[src/hdl/boot_mag_pkg.sv]
package boot_mag_pkg;

   // ---------------------------------------------------------------
   // Register map
   // ---------------------------------------------------------------
   localparam logic [7:0] die_temperature_addr = 8'h01;
   localparam logic [7:0] magnitude_low_byte_addr = 8'h02;
   localparam logic [7:0] magnitude_high_byte_addr = 8'h03;
   localparam logic [7:0] mag_reset = 8'h00;
   localparam logic [7:0] temp_reset = 8'h00;
   localparam logic [7:0] unmapped_read = 8'h00;

   // ---------------------------------------------------------------
   // Timing
   // ---------------------------------------------------------------
   localparam int clock_mhz = 40;
   localparam int short_boot_pulse_time_us = 10;
   localparam int long_boot_pulse_time_ms = 1;
   localparam int short_boot_cycles = short_boot_pulse_time_us * clock_mhz;
   localparam int long_boot_cycles = long_boot_pulse_time_ms * 1000 * clock_mhz;
   localparam int pulse_count_width = 20;

   // ---------------------------------------------------------------
   // Types
   // ---------------------------------------------------------------
   typedef enum logic [3:0] {
      st_booting = 4'b0001,
      st_pulse = 4'b0010,
      st_ready = 4'b0100,
      st_spare = 4'b1000
   } boot_state_t;

   typedef struct packed {
      logic irq_polarity;
      logic irq_drive_type;
      logic boot_route_to_second_line;
      logic boot_irq_enable;
      logic byte_order_select;
      logic magnitude_calc_enable;
   } pin_setup_t;

   typedef struct packed {
      logic valid;
      logic [7:0] temperature;
      logic [11:0] magnitude;
   } sample_t;

   typedef struct packed {
      logic read;
      logic [7:0] addr;
   } bus_req_t;

   typedef struct packed {
      logic [7:0] data;
      logic ok;
      logic fail;
   } bus_rsp_t;

endpackage : boot_mag_pkg

[src/hdl/pulse_timer.sv]
`timescale 1ns/100ps
module pulse_timer
   import boot_mag_pkg::*;
(
   input wire logic clock,
   input wire logic rst_n,
   input wire logic start,
   input wire logic [pulse_count_width-1:0] length,
   output logic busy
);

   typedef struct packed {
      logic busy;
      logic [pulse_count_width-1:0] count;
   } timer_state_t;

   timer_state_t cur;
   timer_state_t next_cur;

   always_comb begin
      next_cur = cur;
      if (start) begin
         next_cur.busy = 1'b1;
         next_cur.count = length;
      end else if (cur.busy) begin
         if (cur.count <= pulse_count_width'(1)) begin
            next_cur.busy = 1'b0;
            next_cur.count = '0;
         end else begin
            next_cur.count = cur.count - pulse_count_width'(1);
         end
      end
   end

   always_ff @(posedge clock or negedge rst_n) begin
      if (!rst_n) begin
         cur <= '0;
      end else begin
         cur <= next_cur;
      end
   end

   assign busy = cur.busy;

endmodule : pulse_timer

[src/hdl/boot_flag_temp_magnitude_regs.sv]
`timescale 1ns/100ps
module boot_flag_temp_magnitude_regs
   import boot_mag_pkg::*;
(
   input wire logic clock,
   input wire logic rst_n,
   input wire logic soft_reset,
   input wire logic hibernate_exit,
   input wire logic boot_sequence_done,
   input wire logic boot_strap_select,
   input wire logic setup_write,
   input wire pin_setup_t setup_in,
   input wire sample_t sample_in,
   input wire bus_req_t bus_in,
   input wire logic bus_write,
   output logic boot_done_flag,
   output logic sample_ready_flag,
   output logic irq_line_one,
   output logic irq_line_one_oe_n,
   output logic irq_line_two_boot_output,
   output logic irq_line_two_boot_output_oe_n,
   output bus_rsp_t bus_out,
   output logic [7:0] die_temperature,
   output logic [7:0] magnitude_low_byte,
   output logic [7:0] magnitude_high_byte
);

   // ---------------------------------------------------------------
   // State
   // ---------------------------------------------------------------
   typedef struct packed {
      boot_state_t state;
      logic strap;
      logic boot_done_flag;
      logic sample_ready_flag;
      pin_setup_t setup;
      logic [7:0] temperature;
      logic [11:0] magnitude;
      logic pulse_long;
      logic irq_one;
      logic irq_one_oe_n;
      logic irq_two;
      logic irq_two_oe_n;
      bus_rsp_t rsp;
      logic [7:0] mag_low;
      logic [7:0] mag_high;
   } regs_state_t;

   regs_state_t cur;
   regs_state_t next_cur;
   logic timer_start;
   logic timer_busy;
   logic [pulse_count_width-1:0] timer_length;
   logic boot_reset;
   logic active_level;
   logic on_two;

   assign boot_reset = soft_reset | hibernate_exit;

   pulse_timer boot_timer (
      .clock(clock),
      .rst_n(rst_n),
      .start(timer_start),
      .length(timer_length),
      .busy(timer_busy)
   );

   // ---------------------------------------------------------------
   // Next state
   // ---------------------------------------------------------------
   always_comb begin
      next_cur = cur;
      timer_start = 1'b0;
      timer_length = pulse_count_width'(short_boot_cycles);
      next_cur.rsp.ok = 1'b0;
      next_cur.rsp.fail = 1'b0;
      next_cur.rsp.data = cur.rsp.data;

      // Boot sequencing
      case (cur.state)
         st_booting: begin
            next_cur.strap = boot_strap_select;
            if (boot_sequence_done) begin
               next_cur.boot_done_flag = 1'b1;
               if (boot_strap_select) begin
                  timer_length = pulse_count_width'(long_boot_cycles);
                  timer_start = 1'b1;
                  next_cur.pulse_long = 1'b1;
                  next_cur.state = st_pulse;
               end else if (cur.setup.boot_irq_enable) begin
                  timer_start = 1'b1;
                  next_cur.pulse_long = 1'b0;
                  next_cur.state = st_pulse;
               end else begin
                  next_cur.state = st_ready;
               end
            end
         end
         st_pulse: begin
            if (!timer_busy) begin
               next_cur.state = st_ready;
            end
         end
         st_ready: begin
            next_cur.state = st_ready;
         end
         default: begin
            next_cur.state = st_booting;
         end
      endcase

      // Pin drive: active only while the pulse timer runs
      active_level = !cur.setup.irq_polarity;
      on_two = cur.setup.boot_route_to_second_line;
      next_cur.irq_one = cur.setup.irq_polarity;
      next_cur.irq_two = cur.setup.irq_polarity;
      next_cur.irq_one_oe_n = cur.setup.irq_drive_type;
      next_cur.irq_two_oe_n = cur.setup.irq_drive_type;
      if (cur.state == st_pulse && timer_busy) begin
         if (cur.pulse_long) begin
            next_cur.irq_two = 1'b0;
            next_cur.irq_two_oe_n = 1'b0;
         end else if (on_two) begin
            next_cur.irq_two = active_level;
            next_cur.irq_two_oe_n = cur.setup.irq_drive_type & !active_level;
         end else begin
            next_cur.irq_one = active_level;
            next_cur.irq_one_oe_n = cur.setup.irq_drive_type & !active_level;
         end
      end
      if (cur.pulse_long && cur.state == st_pulse) begin
         next_cur.irq_one_oe_n = 1'b1;
      end else if (cur.state != st_pulse || cur.pulse_long) begin
         next_cur.irq_one_oe_n = next_cur.irq_one_oe_n;
      end
      // Open-drain idle level releases the pin
      if (cur.setup.irq_drive_type && next_cur.irq_one != active_level) begin
         next_cur.irq_one_oe_n = 1'b1;
      end
      if ((cur.setup.irq_drive_type || cur.pulse_long) && cur.state == st_pulse
          && next_cur.irq_two_oe_n) begin
         next_cur.irq_two_oe_n = 1'b1;
      end

      // Setup writes only once booted
      if (setup_write && cur.boot_done_flag) begin
         next_cur.setup = setup_in;
      end

      // Sample latch: temperature always, magnitude only when magnitude_calc_enable is set
      if (sample_in.valid) begin
         next_cur.temperature = sample_in.temperature;
         if (cur.setup.magnitude_calc_enable) begin
            next_cur.magnitude = sample_in.magnitude;
         end
      end

      // Bus access
      if ((bus_in.read || bus_write) && !cur.boot_done_flag) begin
         next_cur.rsp.fail = 1'b1;
      end else if (bus_in.read) begin
         next_cur.rsp.ok = 1'b1;
         if (bus_in.addr == die_temperature_addr) begin
            next_cur.rsp.data = cur.temperature;
         end else if (bus_in.addr == magnitude_low_byte_addr) begin
            next_cur.rsp.data = cur.mag_low;
         end else if (bus_in.addr == magnitude_high_byte_addr) begin
            next_cur.rsp.data = cur.mag_high;
         end else begin
            next_cur.rsp.data = unmapped_read;
         end
      end else if (bus_write) begin
         next_cur.rsp.ok = 1'b1;
      end

      // Sample-ready: set wins over read clear
      if (sample_in.valid) begin
         next_cur.sample_ready_flag = 1'b1;
      end else if (bus_in.read && cur.boot_done_flag
                   && (bus_in.addr == magnitude_low_byte_addr
                       || bus_in.addr == magnitude_high_byte_addr)) begin
         next_cur.sample_ready_flag = 1'b0;
      end

      // Byte order of the magnitude view
      if (next_cur.setup.byte_order_select) begin
         next_cur.mag_low = next_cur.magnitude[11:4];
         next_cur.mag_high = {next_cur.magnitude[3:0], 4'h0};
      end else begin
         next_cur.mag_low = next_cur.magnitude[7:0];
         next_cur.mag_high = {4'h0, next_cur.magnitude[11:8]};
      end

      // Soft reset or hibernate exit restarts boot, keeps pin settings; hibernate exit clears irq_polarity
      if (boot_reset) begin
         next_cur.state = st_booting;
         next_cur.boot_done_flag = 1'b0;
         next_cur.sample_ready_flag = 1'b0;
         next_cur.pulse_long = 1'b0;
         next_cur.rsp = '0;
         next_cur.setup.irq_polarity = cur.setup.irq_polarity;
         next_cur.setup.irq_drive_type = cur.setup.irq_drive_type;
         next_cur.setup.boot_route_to_second_line = cur.setup.boot_route_to_second_line;
         if (hibernate_exit) begin
            next_cur.setup.irq_polarity = 1'b0;
         end
      end
   end

   always_ff @(posedge clock or negedge rst_n) begin
      if (!rst_n) begin
         cur <= '{state: st_booting, strap: 1'b0, boot_done_flag: 1'b0,
                  sample_ready_flag: 1'b0,
                  setup: '{irq_polarity: 1'b0, irq_drive_type: 1'b0,
                           boot_route_to_second_line: 1'b0, boot_irq_enable: 1'b1,
                           byte_order_select: 1'b0, magnitude_calc_enable: 1'b0},
                  temperature: temp_reset, magnitude: 12'h000, pulse_long: 1'b0,
                  irq_one: 1'b0, irq_one_oe_n: 1'b0, irq_two: 1'b0, irq_two_oe_n: 1'b0,
                  rsp: '0, mag_low: mag_reset, mag_high: mag_reset};
      end else begin
         cur <= next_cur;
      end
   end

   // ---------------------------------------------------------------
   // Outputs
   // ---------------------------------------------------------------
   assign boot_done_flag = cur.boot_done_flag;
   assign sample_ready_flag = cur.sample_ready_flag;
   assign irq_line_one = cur.irq_one;
   assign irq_line_one_oe_n = cur.irq_one_oe_n;
   assign irq_line_two_boot_output = cur.irq_two;
   assign irq_line_two_boot_output_oe_n = cur.irq_two_oe_n;
   assign bus_out = cur.rsp;
   assign die_temperature = cur.temperature;
   assign magnitude_low_byte = cur.mag_low;
   assign magnitude_high_byte = cur.mag_high;

endmodule : boot_flag_temp_magnitude_regs

[config.mk]
export PLATFORM = sky130hd
export DESIGN_NAME = boot_flag_temp_magnitude_regs
export DESIGN_NICKNAME = d
export VERILOG_FILES = /design/src/hdl/boot_mag_pkg.sv /design/src/hdl/pulse_timer.sv /design/src/hdl/boot_flag_temp_magnitude_regs.sv
export SDC_FILE = /design/constraint.sdc
export NUM_CORES = 1
export LEC_CHECK = 0
export BUFFER_PORTS_ARGS = -buffer_cell sky130_fd_sc_hd__clkbuf_2
export CAP_MARGIN = 10
export CORE_UTILIZATION = 55
export CTS_CLUSTER_SIZE = 40
export DETAILED_ROUTE_END_ITERATION = 12
export PLACE_DENSITY = 0.9
export SETUP_SLACK_MARGIN = 0.05
export SLEW_MARGIN = 40
export SYNTH_ARGS = -nofsm -noshare
export SYNTH_HDL_FRONTEND = slang
export SYNTH_SLANG_ARGS = --single-unit
[constraint.sdc]
create_clock -name clock -period 3.04 [get_ports clock]
set_input_delay 0.608 -clock clock [delete_from_list [all_inputs] [get_ports clock]]
set_output_delay 0.608 -clock clock [all_outputs]
set_load 0.01 [all_outputs]
==> out/qor.yml <==
vias: 3060
crit_path_start: "boot_timer.cur[16]"
hold_viol: 0
root_buffer: "clkbuf_8"
synthAdderAreaFrac: 0.006209
netlist_instances: 396
crit_fanout: 11
grt_pass1_vias: 3075
yosys-top-cells-area: "dfrtp_1 (50%), mux2i_1 (7.2%), buf_4 (6.3%)"
grt_max_degree: 84
routed_wl_mm: 8.725
synth_top_family_by_area: "compound AO/OA/AOI/OAI gates"
die_area_sq_um: 7674
port_buffers: 83
clk_latency_ns: 0.37
drive_gt1_frac: 0.2707
synth_area_sq_um: 4030
syn_nets: 442
die_x_um: 87.60
yosysWarnings: 0
yosysTopAreaCell: "dfrtp_1"
grt_pass1_wl_mm: 14.36
synth_edf_count: 0
yosysMostFrequentCell: "dfrtp_1"
multi_input_area_sq_um: 1549
ant_nets: 0
rsz0062_at_grt: "no"
wire_per_inst_um: 16.07
synth_seq_cells: 83
avgSynthCellArea_sq_um: 10.18
overflow: 0
core_area_sq_um: 6944
drt_iter0_drc: 408
arrival_ns: 2.63
fin_area_sq_um: 4474
cp-start-kind: "register"
nets: 488
place_area_sq_um: 4273
hold_buffers: 0
slew_headroom: 0.5203
status: "finished, final reports clean"
dp_hpwl_mm: 6.232
ys_seq_area_frac: 0.5160
cts_setup_buffers: 0
netlist_top_cells_count: "dfrtp_1 (81), buf_4 (34), nor2_1 (34)"
cts_made_buffers: 9
synth_ff_type: "dfrtp_1"
cts_buffer_depth: 2
start_util: 0.5804
worstMarginPinSlew_ns: 0.7195
cts_tree: "yes"
htreeDepth: 3
clk_pin_slew_ns: 0.10
layoutNonFillerInstCount: 543
synthArstFlopShare: 1.000
gp_congestion: 0.9108
post-route-min-period_ns: 2.395
fmax_mhz: 417.6
path_class: "reg2reg"
yosys.area_share.simple: 0.1341
numPlacedInstances: 527
p_leak_nw: 2.190
ff_latch_area_sq_um: 2079
cts.sinks: 83
report.final.slew_viol_count: 0
p_total_mw: 3.209
setup_viol: 0
track_usage: 0.2458
synthToLayoutAreaGrowth_pct: 11.02
finalCritPeriodShare: 0.7877
finClkSkew_ns: 0.008798
synth.distinct_cells: 46
antennaDiodeCount: 0
end_kind: "register"
cts_resized: 0
synth_compound_area_frac: 0.1347
vias_per_cell: 5.635
cp_data_required_time_ns: 3.28
fin_tns_setup_ns: 0
fillers: 537
synth_top_area_share: 0.5029
first_pass_iters: 4
vdd_ir_drop_max_mv: 0.3695
fin_util: 0.6443
hp-class: "in2async"
fp-row-count: 30
io_pins: 84
die_h_um: 87.60
drc: 0
muxShareOfSynthArea: 0.1056
antenna_found_initial: 0
powerDensity_nw_per_um2: 717.2
maxCapViolCount: 0
synth_xor_area_frac: 0.002173
r2r-start: "boot_timer.cur[16]"
[sequential cells by signal (all words and copies together) (netlist names), 8 cells and up]
signal / cells
magnitude_low_byte: 8
magnitude_high_byte: 8
die_temperature: 8
bus_out: 10
cur: 21
boot_timer.cur: 20
[layout make-up]
class                           count  share of cell area
Tap cell                           96             0.02685
Multi-Input combinational cell    240              0.3462
Sequential cell                    83              0.4648
Timing Repair Buffer               87              0.1010
Inverter                           21             0.01762
Clock buffer                        9             0.02768
Clock inverter                      7             0.01594
[per-stage QoR]
step / worst slack, ns / hold WS, ns
floorplan: 0.8848 / 0.3124
global placement: 0.7356 / 0.4763
detailed placement: 0.6223 / 0.4861
CTS: 0.6036 / 0.3010
global route: 0.4229 / 0.3380
finish: 0.6453 / 0.2750
[layer usage]
| layer | part of all wire | wire, um | vias up | track usage |
|---|---|---|---|---|
| li1 | - | - | 1475 | - |
| met1 | 0.45 | 3914 | 1463 | 0.3223 |
| met2 | 0.48 | 4202 | 102 | 0.3892 |
| met3 | 0.043 | 377 | 20 | 0.04241 |
| met4 | 0.026 | 231 | 0 | 0.1401 |
| met5 | 0 | 0 | - | 0 |
[placed cells by master (no fill, tap or decap), drive strengths merged, types with 8 or more instances in the layout]
cell type and n:
dfrtp 81, mux2i 29, a22oi 8, nor3 12
clkbuf 91, nor4 8, o21ai 18, a21oi 15
inv 24, mux2 12, nand2 25, a31oi 18
nor2 34, or3 9
[worst paths after layout]
kind | endpoint | slack (ns) | cells past startpoint
max | boot_timer.cur[17] | 0.65 | 6
max reg2reg | boot_timer.cur[17] | 0.65 | 6
min | boot_timer.cur[4] | 0.28 | 1
min reg2reg | boot_timer.cur[19] | 0.50 | 1
min in group clock | cur[56] | 0.41 | 2
max in group asynchronous | boot_timer.cur[19] | 2.29 | 1
[critical path: stages (launching register included)]
cell	delay [ns]
dfrtp_1	0.46
or3_1	0.36
nor4_1	0.53
a31oi_2	0.35
buf_4	0.27
nand2_1	0.16
o21ai_0	0.13
[logic make-up after synthesis]
group | after synthesis
AND/OR/NAND/NOR | 111
AO/OA/AOI/OAI | 85
flip-flops | 83
buffers and inverters | 73
multiplexers | 41
adder cells (fa/ha/maj) | 2
XOR/XNOR | 1
[power by group]
group	switching, mW	leakage [nW]	total [mW]	internal [mW]
registers	0.205	1.04	1.57	1.37
clock network	0.463	0.0931	0.784	0.320
logic	0.492	1.06	0.851	0.359
No activity file was read; power rests on OpenSTA's default activity.
